==> src/rtl/pfm_consts.vh <==
`ifndef PFM_CONSTS_VH
`define PFM_CONSTS_VH

// register indices as printed; byte address is four times the index
`define PFM_IDX_PIN1_CFG      8'h0c
`define PFM_IDX_PIN2_CFG      8'h0d
`define PFM_IDX_DIRECT_IO     8'h20
`define PFM_IDX_IRQ_STATUS    8'h21
`define PFM_IDX_IRQ_MASK      8'h22
`define PFM_IDX_STATE         8'h23

// configuration fields
`define PFM_DRV_HI            7
`define PFM_DRV_LO            6
`define PFM_PUP_BIT           5
`define PFM_SEL_HI            4
`define PFM_SEL_LO            0
`define PFM_CFG_RESET         8'h00

// function select codes
`define PFM_FN_SPECIAL        5'h00
`define PFM_FN_WAKE           5'h01
`define PFM_FN_LOWBAT         5'h02
`define PFM_FN_DIN            5'h03
`define PFM_FN_IRQ_FALL       5'h04
`define PFM_FN_IRQ_RISE       5'h05
`define PFM_FN_IRQ_CHANGE     5'h06
`define PFM_FN_ADC_IN         5'h07
`define PFM_FN_DOUT           5'h0a
`define PFM_FN_VREF           5'h0e
`define PFM_FN_TXCLK          5'h0f
`define PFM_FN_TXDATA         5'h10
`define PFM_FN_RETX           5'h11
`define PFM_FN_TXSTATE        5'h12
`define PFM_FN_FIFO_AF        5'h13
`define PFM_FN_VDD            5'h1d

// interrupt status bit positions
`define PFM_IRQ_PIN1_EXT      0
`define PFM_IRQ_PIN2_EXT      1
`define PFM_IRQ_PIN1_RETX     2
`define PFM_IRQ_PIN2_RETX     3
`define PFM_IRQ_WIDTH         4

// ahb constants
`define PFM_HTRANS_NONSEQ     2'b10
`define PFM_ADDR_IDX_HI       9
`define PFM_ADDR_IDX_LO       2

`endif

==> src/rtl/pfm_pin_slice.v <==
`timescale 1ns/10ps
`include "pfm_consts.vh"

// one pin: decodes its select into pin drive and input events
module pfm_pin_slice #(
	parameter INVERT_SPECIAL = 1'b0
) (
	// clock and reset
	input  wire       clock,
	input  wire       resetn,
	// configuration
	input  wire [7:0] cfg,
	input  wire       special_src,
	input  wire       dout_level,
	// internal sources
	input  wire       wake_expired,
	input  wire       low_battery,
	input  wire       tx_data_clock,
	input  wire       tx_state,
	input  wire       fifo_almost_full,
	// pin
	input  wire       pin_in,
	output reg        pin_out,
	output reg        pin_oe,
	output wire       pin_pullup_en,
	output wire       pin_analog_in,
	output wire       pin_vref_en,
	output wire [1:0] pin_drive,
	// events toward the core
	output reg        din_level_q,
	output reg        ext_irq_event,
	output reg        retx_event,
	output wire       tx_data_valid,
	output reg        tx_data_q
);

	wire [4:0] sel = cfg[`PFM_SEL_HI:`PFM_SEL_LO];
	reg        prev_q;

	function is_digital_input;
		input [4:0] s;
		begin
			is_digital_input = (s == `PFM_FN_DIN) || (s == `PFM_FN_IRQ_FALL) ||
				(s == `PFM_FN_IRQ_RISE) || (s == `PFM_FN_IRQ_CHANGE) ||
				(s == `PFM_FN_TXDATA) || (s == `PFM_FN_RETX);
		end
	endfunction

	assign pin_drive     = cfg[`PFM_DRV_HI:`PFM_DRV_LO];
	assign pin_pullup_en = cfg[`PFM_PUP_BIT] & is_digital_input(sel);
	assign pin_analog_in = (sel == `PFM_FN_ADC_IN);
	assign pin_vref_en   = (sel == `PFM_FN_VREF);
	assign tx_data_valid = (sel == `PFM_FN_TXDATA);

	// output path; codes 1e and 1f are driven low, other unlisted codes are held undriven
	always @* begin
		pin_out = 1'b0;
		pin_oe  = 1'b1;
		case (sel)
			`PFM_FN_SPECIAL:  pin_out = special_src ^ INVERT_SPECIAL;
			`PFM_FN_WAKE:     pin_out = wake_expired;
			`PFM_FN_LOWBAT:   pin_out = low_battery;
			`PFM_FN_DOUT:     pin_out = dout_level;
			`PFM_FN_TXCLK:    pin_out = tx_data_clock;
			`PFM_FN_TXSTATE:  pin_out = tx_state;
			`PFM_FN_FIFO_AF:  pin_out = fifo_almost_full;
			`PFM_FN_VDD:      pin_out = 1'b1;
			5'h1e, 5'h1f:     pin_out = 1'b0;
			default:          pin_oe  = 1'b0;
		endcase
	end

	// edge detect on a pin that is already synchronous to clock
	always @(posedge clock or negedge resetn) begin
		if (!resetn) begin
			prev_q        <= 1'b0;
			din_level_q   <= 1'b0;
			ext_irq_event <= 1'b0;
			retx_event    <= 1'b0;
			tx_data_q     <= 1'b0;
		end else begin
			prev_q        <= pin_in;
			din_level_q   <= (sel == `PFM_FN_DIN) ? pin_in : din_level_q;
			tx_data_q     <= pin_in;
			retx_event    <= (sel == `PFM_FN_RETX) & pin_in & ~prev_q;
			case (sel)
				`PFM_FN_IRQ_FALL:   ext_irq_event <= prev_q & ~pin_in;
				`PFM_FN_IRQ_RISE:   ext_irq_event <= ~prev_q & pin_in;
				`PFM_FN_IRQ_CHANGE: ext_irq_event <= prev_q ^ pin_in;
				default:            ext_irq_event <= 1'b0;
			endcase
		end
	end

endmodule // pfm_pin_slice

==> src/rtl/pfm_pin_mux.v <==
// Behaviour
// - pin config: drive strength 7:6, pull-up 5, function select 4:0, all read/write
// - pull-up connects only when enabled and pin is a digital input
// - pin one, select 00000: drives inverted power-on-reset indication
// - pin two, select 00000: drives microcontroller clock output
// - select 00001: pin high once wake-up timer expired
// - select 00010: pin high while battery below threshold
// - 00011 direct input readable; 01010 direct output set by software
// - 00100/00101/00110: interrupt on falling, rising, any change
// - 00111 routes pin to converter; 01110 drives reference voltage
// - 01111 outputs transmit data clock; 10000 accepts data in step
// - 10001: pin is retransmission request input
// - 10010 shows transmit state; 10011 shows fifo almost full
`timescale 1ns/10ps
`include "pfm_consts.vh"

module pfm_pin_mux (
	// clock and reset
	input  wire        clock,
	input  wire        resetn,
	// ahb-lite slave
	input  wire        hsel,
	input  wire [31:0] haddr,
	input  wire [1:0]  htrans,
	input  wire        hwrite,
	input  wire [2:0]  hsize,
	input  wire [31:0] hwdata,
	input  wire        hready,
	output wire [31:0] hrdata,
	output wire        hreadyout,
	output wire        hresp,
	// internal sources
	input  wire        por_active,
	input  wire        mcu_clock,
	input  wire        wake_expired,
	input  wire        low_battery,
	input  wire        tx_data_clock,
	input  wire        tx_state,
	input  wire        fifo_almost_full,
	// pin one
	input  wire        general_pin_one_in,
	output wire        general_pin_one_out,
	output wire        general_pin_one_oe,
	output wire        general_pin_one_pullup,
	output wire        general_pin_one_analog,
	output wire        general_pin_one_vref,
	output wire [1:0]  pin1_drive_strength,
	// pin two
	input  wire        general_pin_two_in,
	output wire        general_pin_two_out,
	output wire        general_pin_two_oe,
	output wire        general_pin_two_pullup,
	output wire        general_pin_two_analog,
	output wire        general_pin_two_vref,
	output wire [1:0]  pin2_drive_strength,
	// toward the transmitter
	output reg         tx_data,
	output reg         tx_data_valid,
	output reg         retx_request,
	// interrupt
	output wire        irq
);

	reg  [7:0]  pin1_cfg_q;
	reg  [7:0]  pin2_cfg_q;
	reg  [1:0]  dout_q;
	reg  [`PFM_IRQ_WIDTH-1:0] status_q;
	reg  [`PFM_IRQ_WIDTH-1:0] mask_q;
	reg  [`PFM_IRQ_WIDTH-1:0] status_d;
	reg         wr_pend_q;
	reg  [7:0]  idx_q;
	reg  [31:0] rdata_q;
	reg  [31:0] rdata_d;

	wire        p1_din, p2_din;
	wire        p1_ext, p2_ext;
	wire        p1_retx, p2_retx;
	wire        p1_txv, p2_txv;
	wire        p1_txd, p2_txd;
	wire [`PFM_IRQ_WIDTH-1:0] events;

	// bus decode: single-cycle address phase, zero-wait data phase
	wire        take    = hsel & hready & (htrans == `PFM_HTRANS_NONSEQ);
	wire [7:0]  idx_in  = haddr[`PFM_ADDR_IDX_HI:`PFM_ADDR_IDX_LO];

	assign hreadyout = 1'b1;
	assign hresp     = 1'b0;
	assign hrdata    = rdata_q;

	function [31:0] read_mux;
		input [7:0] idx;
		begin
			case (idx)
				`PFM_IDX_PIN1_CFG:   read_mux = {24'h000000, pin1_cfg_q};
				`PFM_IDX_PIN2_CFG:   read_mux = {24'h000000, pin2_cfg_q};
				`PFM_IDX_DIRECT_IO:  read_mux = {28'h0000000, p2_din, p1_din, dout_q};
				`PFM_IDX_IRQ_STATUS: read_mux = {28'h0000000, status_q};
				`PFM_IDX_IRQ_MASK:   read_mux = {28'h0000000, mask_q};
				`PFM_IDX_STATE:      read_mux = {24'h000000, fifo_almost_full, tx_state,
				                                 low_battery, wake_expired,
				                                 general_pin_two_in, general_pin_one_in,
				                                 p2_txv, p1_txv};
				default:             read_mux = 32'h00000000;
			endcase
		end
	endfunction

	// read data is registered at the address phase so it stands in the data phase
	always @* begin
		rdata_d = rdata_q;
		if (take && !hwrite)
			rdata_d = read_mux(idx_in);
	end

	always @(posedge clock or negedge resetn) begin
		if (!resetn) begin
			wr_pend_q <= 1'b0;
			idx_q     <= 8'h00;
			rdata_q   <= 32'h00000000;
		end else begin
			wr_pend_q <= take & hwrite;
			idx_q     <= take ? idx_in : idx_q;
			rdata_q   <= rdata_d;
		end
	end

	// status: set wins over a write-one clear in the same cycle
	always @* begin
		status_d = status_q;
		if (wr_pend_q && idx_q == `PFM_IDX_IRQ_STATUS)
			status_d = status_q & ~hwdata[`PFM_IRQ_WIDTH-1:0];
		status_d = status_d | events;
	end

	assign events[`PFM_IRQ_PIN1_EXT]  = p1_ext;
	assign events[`PFM_IRQ_PIN2_EXT]  = p2_ext;
	assign events[`PFM_IRQ_PIN1_RETX] = p1_retx;
	assign events[`PFM_IRQ_PIN2_RETX] = p2_retx;
	assign irq = |(status_q & mask_q);

	// register writes; reserved select codes are stored as written, never trapped
	always @(posedge clock or negedge resetn) begin
		if (!resetn) begin
			pin1_cfg_q <= `PFM_CFG_RESET;
			pin2_cfg_q <= `PFM_CFG_RESET;
			dout_q     <= 2'b00;
			mask_q     <= {`PFM_IRQ_WIDTH{1'b0}};
			status_q   <= {`PFM_IRQ_WIDTH{1'b0}};
		end else begin
			status_q <= status_d;
			if (wr_pend_q) begin
				case (idx_q)
					`PFM_IDX_PIN1_CFG:  pin1_cfg_q <= hwdata[7:0];
					`PFM_IDX_PIN2_CFG:  pin2_cfg_q <= hwdata[7:0];
					`PFM_IDX_DIRECT_IO: dout_q     <= hwdata[1:0];
					`PFM_IDX_IRQ_MASK:  mask_q     <= hwdata[`PFM_IRQ_WIDTH-1:0];
					default:            dout_q     <= dout_q;
				endcase
			end
		end
	end

	// direct-modulation data and retransmission request toward the transmitter
	always @(posedge clock or negedge resetn) begin
		if (!resetn) begin
			tx_data       <= 1'b0;
			tx_data_valid <= 1'b0;
			retx_request  <= 1'b0;
		end else begin
			tx_data       <= p1_txv ? p1_txd : p2_txd;
			tx_data_valid <= p1_txv | p2_txv;
			retx_request  <= p1_retx | p2_retx;
		end
	end

	pfm_pin_slice #(
		.INVERT_SPECIAL (1'b1)
	) u_pin_one (
		.clock            (clock),
		.resetn           (resetn),
		.cfg              (pin1_cfg_q),
		.special_src      (por_active),
		.dout_level       (dout_q[0]),
		.wake_expired     (wake_expired),
		.low_battery      (low_battery),
		.tx_data_clock    (tx_data_clock),
		.tx_state         (tx_state),
		.fifo_almost_full (fifo_almost_full),
		.pin_in           (general_pin_one_in),
		.pin_out          (general_pin_one_out),
		.pin_oe           (general_pin_one_oe),
		.pin_pullup_en    (general_pin_one_pullup),
		.pin_analog_in    (general_pin_one_analog),
		.pin_vref_en      (general_pin_one_vref),
		.pin_drive        (pin1_drive_strength),
		.din_level_q      (p1_din),
		.ext_irq_event    (p1_ext),
		.retx_event       (p1_retx),
		.tx_data_valid    (p1_txv),
		.tx_data_q        (p1_txd)
	);

	pfm_pin_slice #(
		.INVERT_SPECIAL (1'b0)
	) u_pin_two (
		.clock            (clock),
		.resetn           (resetn),
		.cfg              (pin2_cfg_q),
		.special_src      (mcu_clock),
		.dout_level       (dout_q[1]),
		.wake_expired     (wake_expired),
		.low_battery      (low_battery),
		.tx_data_clock    (tx_data_clock),
		.tx_state         (tx_state),
		.fifo_almost_full (fifo_almost_full),
		.pin_in           (general_pin_two_in),
		.pin_out          (general_pin_two_out),
		.pin_oe           (general_pin_two_oe),
		.pin_pullup_en    (general_pin_two_pullup),
		.pin_analog_in    (general_pin_two_analog),
		.pin_vref_en      (general_pin_two_vref),
		.pin_drive        (pin2_drive_strength),
		.din_level_q      (p2_din),
		.ext_irq_event    (p2_ext),
		.retx_event       (p2_retx),
		.tx_data_valid    (p2_txv),
		.tx_data_q        (p2_txd)
	);

endmodule // pfm_pin_mux

==> config.mk <==
export PLATFORM = sky130hd
export DESIGN_NAME = pfm_pin_mux
export DESIGN_NICKNAME = d
export VERILOG_FILES = /design/src/rtl/pfm_pin_slice.v /design/src/rtl/pfm_pin_mux.v
export VERILOG_INCLUDE_DIRS = /design/src /design/src/rtl
export SDC_FILE = /design/constraint.sdc
export NUM_CORES = 1
export LEC_CHECK = 0
export ABC_AREA = 1
export BUFFER_PORTS_ARGS = -buffer_cell sky130_fd_sc_hd__buf_2
export CAP_MARGIN = 10
export CELL_PAD_IN_SITES_DETAIL_PLACEMENT = 0
export CELL_PAD_IN_SITES_GLOBAL_PLACEMENT = 2
export CORE_MARGIN = 2
export CORE_UTILIZATION = 26
export CTS_BUF_LIST = sky130_fd_sc_hd__clkbuf_4 sky130_fd_sc_hd__clkbuf_8
export DETAILED_ROUTE_END_ITERATION = 16
export PLACE_DENSITY_LB_ADDON = 0.1
export SLEW_MARGIN = 20
export SYNTH_ARGS = -nofsm -noshare
export SYNTH_HDL_FRONTEND = slang
export SYNTH_SLANG_ARGS = --single-unit
==> constraint.sdc <==
create_clock -name clock -period 1.9 [get_ports clock]
set_input_delay 0.38 -clock clock [delete_from_list [all_inputs] [get_ports clock]]
set_output_delay 0.38 -clock clock [all_outputs]
set_load 0.05 [all_outputs]
==> impl_metrics.py, run 1 <==
metrics = {
    "timing": {
        "final.hold.worst_slack_ns": 0.0310,
        "finalCriticalPeriod_ns": 1.99,
        "final_max_slew_viol_count": 0,
        "timing.final.ws_setup_ns": -0.0884,
        "finalSetupViolations": 6,
        "min_period_over_period_pct": 105,
        "grt_setup_unrepaired": "yes",
        "max_freq_ghz": 0.503,
        "setup-tns-final_ns": -0.167,
        "final-hold-violation-count": 0,
        "post_route_clock_skew_ns": 0.00588,
    },
    "route": {
        "via_count": 3124,
        "detailedRoute.firstIterationViolations": 127,
        "via_per_inst": 4.35,
        "detail_route.drc_violations": 0,
        "wire_per_inst_um": 14.3,
        "post_route_wl_um": 10200,
        "ant_nets": 0,
        "firstDrtPassIters": 4,
    },
    "floorplan": {
        "pin_count": 135,
        "die_h_um": 117,
        "floorplan.rows": 41,
        "coreArea_um2": 12500,
        "initial_standard_cell_utilization_of_the_core_pct": 26.5,
        "chipWidth_um": 117,
        "floorplan.die_area_um2": 13700,
    },
    "final_layout": {
        "syn_to_final_growth_pct": 29.7,
        "multi_input_gate_area_in_the_final_layout_um2": 1740,
        "final_net_count": 632,
        "drive_above_1_share_pct": 32.8,
        "number_of_antenna_diodes": 0,
        "sequential_cell_area_um2": 1360,
        "fillerInstances": 1369,
        "layout_commonest_cell": "nand2_1",
        "layout_common_cells": "nand2_1 (119), buf_2 (49), inv_1 (47)",
        "layout.cell_area.non_filler_um2": 4300,
    },
    "pwr": {
        "internal_power_w": 0.00166,
        "pwr-share-comb_pct": 21.3,
        "netSwitchingFraction_pct": 34.6,
        "clock_power_share_pct": 28.3,
        "p_per_area_nw_per_um2": 590,
        "vdd.ir_drop.worst_v": 0.000410,
        "power_leakage_nw": 2.24,
        "seqPwrFrac_pct": 50.4,
        "post-layout-total-power_w": 0.00254,
        "switchingPower_w": 0.000880,
    },
    "critical_path": {
        "cp.required_ns": 1.52,
        "critical-path-top-delay-family": "buffers and inverters",
        "worstSetupEndpointType": "output pin",
        "cp_max_fo": 4,
        "worst_path_most_repeated_cell": "buf_4",
        "cp_slowest_cell": "dfrtp_2",
        "worstPathCellList": "buf_4, buf_4, nand3_1, nor2_1, nor3b_2, nand2_1, buf_6",
        "worstPathBufferInverterCount": 3,
        "start_kind": "flop",
        "crit_arrival_ns": 1.61,
        "criticalPathCategory": "reg -> out",
        "critPathMaxStageDelay_ns": 0.44,
    },
    "synth": {
        "synth.ff_latch_count": 54,
        "asyncSetResetFlopFracSynth_pct": 100,
        "number_of_flops_mapped_to_enable_cells_by_yosys": 0,
        "post_synth.cell_area_avg_um2": 7.30,
        "synthesis.yosys.warnings": 0,
        "netlist-cell-type-count": 32,
        "netlist_area_um2": 3320,
        "syn-instance-count": 454,
        "synth-main-ff-cell": "dfrtp_1",
        "ys_seq_area_share_pct": 40.8,
    },
    "clocking": {
        "cts_hold_repair.buffers": 0,
        "insertion_delay_ns": 0.32,
        "cts_made_buffers": 5,
        "ctsHtreeMaxLevel": 2,
        "clockBufferDepth": 2,
        "clock_sink_count": 54,
        "ctsRootBufferMaster": "clkbuf_8",
        "cts_tree": "yes",
        "clock_pin_slew_on_the_worst_setup_and_hold_paths_ns": 0.10,
    },
    "grt": {
        "gr-total-overflow": 0,
        "gr-usage-all-layers_pct": 16.1,
        "grt_start_max_net_pins": 55,
        "grt_antenna_before_repair": 0,
        "first_global_vias": 3031,
        "grt_pass1_wl_um": 16200,
    },
    "placement": {
        "postPlaceCellArea_um2": 3820,
        "hpwlAfterDp_um": 7930,
        "dp_worst_setup_slack_ns": 0.116,
        "place.port_buffers": 57,
        "global_placement_routability_congestion": 0.840,
    },
    "run_status": {
        "failed_checks": "setup timing",
        "run_status": "complete, but fails checks",
    },
    "hold_path": {
        "holdCritPathClass": "in -> async",
    },
    "run": {
        "timing.max_cap.violations": 0,
    },
}
## state kept, by name (all words and copies together), names as in the netlist, 2 cells and up
register and cells:
hrdata 8, idx_q 8, pin1_cfg_q 8, pin2_cfg_q 8, mask_q 4, status_q 4, dout_q 2
## routing by layer
layer,track usage [%],wire [µm]
met3,3.45,444
met4,3.84,84
met2,26.3,4940
met1,21.8,4770
met5,0,0
## power groups by stage
stage / Sequential (W) / Combinational (W) / Clock, W
after floorplan: 0.00129 / 0.000375 / 0
after global placement: 0.00130 / 0.000496 / 0
after detailed placement: 0.00130 / 0.000498 / 0
after CTS: 0.00128 / 0.000533 / 0.000763
after global routing: 0.00129 / 0.000597 / 0.000801
final: 0.00128 / 0.000541 / 0.000719
## area by class of cell
cell class              instances  area share [%]
clock inverters                 2           0.378
repair buffers                 99            15.6
well taps                     172            5.00
clock buffers                   6            1.92
multi-input cells             329            40.4
flip-flops and latches         54            31.7
inverters                      56            5.06
## path summary, 6_finish.rpt
| kind | start | end | slack, ns | depth (start not counted) |
|---|---|---|---|---|
| worst max-delay path | pin2_cfg_q[4] | general_pin_two_out | -0.09 | 7 |
| worst min-delay path | resetn | idx_q[1] | 0.03 | 2 |
| worst max register to register | idx_q[7] | pin2_cfg_q[4] | 0.36 | 6 |
| worst min register to register | u_pin_two.ext_irq_event | status_q[1] | 0.45 | 2 |
| max in group asynchronous | resetn | pin1_cfg_q[1] | 1.59 | 2 |
| min in group clock | general_pin_two_in | u_pin_two.tx_data_q | 0.24 | 1 |
## metrics by stage
step,utilization [%],std cells
CTS,33.4,714
finish,34.4,718
floorplan,-,478
global route,34.4,718
global placement,30.5,691
detailed placement,30.5,691
## synth_stat cells (2+ instances only)
library cell  instances  area, µm²
nor3_1                9       45.0
clkbuf_1              3       11.3
nand4_1              15       93.8
buf_6                 2       22.5
nand2_1             127        477
o2111ai_1             2       17.5
nor2_1               45        169
inv_1                54        203
o21ai_0              31        155
o21ai_2               6       52.6
nor2_2                3       18.8
o211ai_1              5       37.5
buf_2                 3       15.0
conb_1                2       7.51
a31oi_1               2       12.5
dfrtp_1              54       1350
buf_4                31        233
ha_1                  4       50.1
nand2_2               4       25.0
inv_2                 2       7.51
nand3_1              39        195
## kinds of logic after synthesis
family	synth area share, %
buf+inv	14.8
compound gates	8.68
simple gates	34.0
flops	40.8
other cells	0.226
fa+ha+maj	1.51
## repair_timing
item                                   CTS  global route
setup buffers                           15             4
endpoints found under the hold margin    0             0
resized for setup                       55            26
cloned                                   0             0
setup endpoints to repair                8             8
pin swaps                               10            12
(Power assumes the default switching activity.)
==> inputs of run 2 (changes only) <==
--- a/config.mk
+++ b/config.mk
@@ -16,6 +16,7 @@
 export CTS_BUF_LIST = sky130_fd_sc_hd__clkbuf_4 sky130_fd_sc_hd__clkbuf_8
 export DETAILED_ROUTE_END_ITERATION = 16
 export PLACE_DENSITY_LB_ADDON = 0.1
+export SETUP_SLACK_MARGIN = 0.3
 export SLEW_MARGIN = 20
 export SYNTH_ARGS = -nofsm -noshare
 export SYNTH_HDL_FRONTEND = slang
==> impl_metrics.py, run 2 (synthesis results as in run 1) <==
metrics = {
    "critical_path": {
        "criticalPathCategory": "reg -> out",
        "cp_max_fo": 7,
        "worst_path_most_repeated_cell": "buf_6",
        "crit_arrival_ns": 1.61,
        "cp.required_ns": 1.52,
        "cp_slowest_cell": "dfrtp_2",
        "start_kind": "flop",
        "critPathMaxStageDelay_ns": 0.46,
        "worstPathCellList": "buf_6, nor2_4, nand3_2, buf_6, o2111ai_4, buf_6",
        "worstSetupEndpointType": "output pin",
    },
    "floorplan": {
        "initial_standard_cell_utilization_of_the_core_pct": 26.5,
        "pin_count": 135,
        "floorplan.die_area_um2": 13700,
        "chipWidth_um": 117,
        "coreArea_um2": 12500,
        "die_h_um": 117,
        "floorplan.rows": 41,
    },
    "route": {
        "top_layer": "met4",
        "firstDrtPassIters": 4,
        "drt-met1-wl_um": 5100,
        "met3_wl_um": 309,
        "post_route_wl_um": 10500,
        "via_per_inst": 4.35,
        "detailedRoute.firstIterationViolations": 119,
        "wire_per_inst_um": 14.5,
        "met2_wl_um": 4910,
        "via_count": 3146,
        "ant_nets": 0,
        "detail_route.drc_violations": 0,
    },
    "timing": {
        "grt_setup_unrepaired": "yes",
        "timing.final.ws_setup_ns": -0.0851,
        "final-hold-violation-count": 0,
        "max_freq_ghz": 0.504,
        "finalSetupViolations": 5,
        "min_period_over_period_pct": 104,
        "final_max_slew_viol_count": 0,
        "finalCriticalPeriod_ns": 1.99,
        "post_route_clock_skew_ns": 0.0148,
    },
    "placement": {
        "hpwlAfterDp_um": 7890,
        "place.port_buffers": 57,
        "dp_worst_setup_slack_ns": 0.0768,
        "global_placement_routability_congestion": 0.790,
    },
    "final_layout": {
        "layout_commonest_cell": "nand2_1",
        "final_net_count": 637,
        "drive_above_1_share_pct": 36.8,
        "layout_common_cells": "nand2_1 (112), buf_2 (46), dfrtp_1 (45)",
        "fillerInstances": 1382,
        "syn_to_final_growth_pct": 36.6,
        "number_of_antenna_diodes": 0,
    },
    "clocking": {
        "clock_sink_count": 54,
        "cts_hold_repair.buffers": 0,
        "clockBufferDepth": 2,
        "cts_tree": "yes",
        "clock_pin_slew_on_the_worst_setup_and_hold_paths_ns": 0.11,
        "ctsRootBufferMaster": "clkbuf_8",
        "cts_made_buffers": 5,
        "insertion_delay_ns": 0.32,
        "ctsHtreeMaxLevel": 2,
    },
    "run": {
        "timing.max_cap.violations": 0,
    },
    "grt": {
        "grt_pass1_wl_um": 15900,
        "gr-total-overflow": 0,
        "first_global_vias": 3026,
        "grt_start_max_net_pins": 55,
        "gr-usage-all-layers_pct": 15.5,
        "grt_antenna_before_repair": 0,
    },
    "pwr": {
        "switchingPower_w": 0.000921,
        "clock_power_share_pct": 27.1,
        "seqPwrFrac_pct": 50.1,
        "p_per_area_nw_per_um2": 566,
        "internal_power_w": 0.00164,
        "post-layout-total-power_w": 0.00257,
        "pwr-share-comb_pct": 22.8,
        "netSwitchingFraction_pct": 35.9,
        "vdd.ir_drop.worst_v": 0.000300,
        "power_leakage_nw": 2.31,
    },
    "hold_path": {
        "holdCritPathClass": "in -> async",
    },
    "run_status": {
        "failed_checks": "setup timing",
        "run_status": "complete, but fails checks",
    },
}
[run 2: per-layer routing]
| layer | track usage [%] | vias to the layer above |
|---|---|---|
| met4 | 4.16 | 0 |
| li1 | - | 1595 |
| met1 | 21.3 | 1477 |
| met2 | 25.9 | 65 |
| met3 | 1.85 | 9 |
| met5 | 0 | - |
[run 2: power groups by stage]
stage / Sequential [W] / Clock (W) / Combinational [W]
2_1_floorplan: 0.00129 / 0 / 0.000386
3_3_place_gp: 0.00130 / 0 / 0.000502
3_5_place_dp: 0.00130 / 0 / 0.000505
4_1_cts: 0.00128 / 0.000720 / 0.000558
5_1_grt: 0.00130 / 0.000768 / 0.000646
6_report: 0.00129 / 0.000695 / 0.000584
[run 2: final timing paths]
check                                        startpoint  slack (ns)  cells after the start             endpoint
max in group asynchronous                        resetn        1.58                      2        pin1_cfg_q[2]
worst min register to register  u_pin_one.ext_irq_event        0.45                      2          status_q[0]
worst max-delay path                      pin2_cfg_q[4]       -0.09                      6   general_pin_two_oe
worst min-delay path                             resetn        0.04                      2        pin2_cfg_q[1]
min in group clock                   general_pin_two_in        0.22                      1  u_pin_two.tx_data_q
worst max register to register                 idx_q[4]        0.43                      7        pin2_cfg_q[0]
[run 2: timing repair]
action | CTS | global route
endpoints found under the setup margin | 10 | 24
setup buffers | 18 | 8
gates resized for setup | 76 | 38
pin swaps | 17 | 16
gates cloned | 0 | 1
[run 2: layout make-up]
| cell class | count | area [µm²] | share of cell area, % |
|---|---|---|---|
| clock buffers | 5 | 68.8 | 1.52 |
| repair buffers | 103 | 783 | 17.3 |
| inverters | 56 | 225 | 4.97 |
| clock inverters | 3 | 23.8 | 0.525 |
| well taps | 172 | 215 | 4.75 |
| multi-input cells | 330 | 1850 | 40.9 |
| flip-flops and latches | 54 | 1360 | 30.1 |
[run 2: critical path: cells and delay by family, from the launching register on]
family          cells  cell delay, ns
compound gates      1            0.09
simple gates        2            0.26
flops               1            0.46
buf+inv             3            0.47
[run 2: metrics by stage]
step                utilization, %  area, µm²  setup TNS, ns  instances  hold WS (ns)
floorplan                        -       3520              0        478        0.0844
global placement              31.0       3880              0        688         0.412
detailed placement            31.0       3880              0        688         0.415
CTS                           34.6       4330         -0.221        714        0.0596
global route                  36.2       4530         -0.789        723        0.0509
finish                        36.2       4530         -0.284        723        0.0411
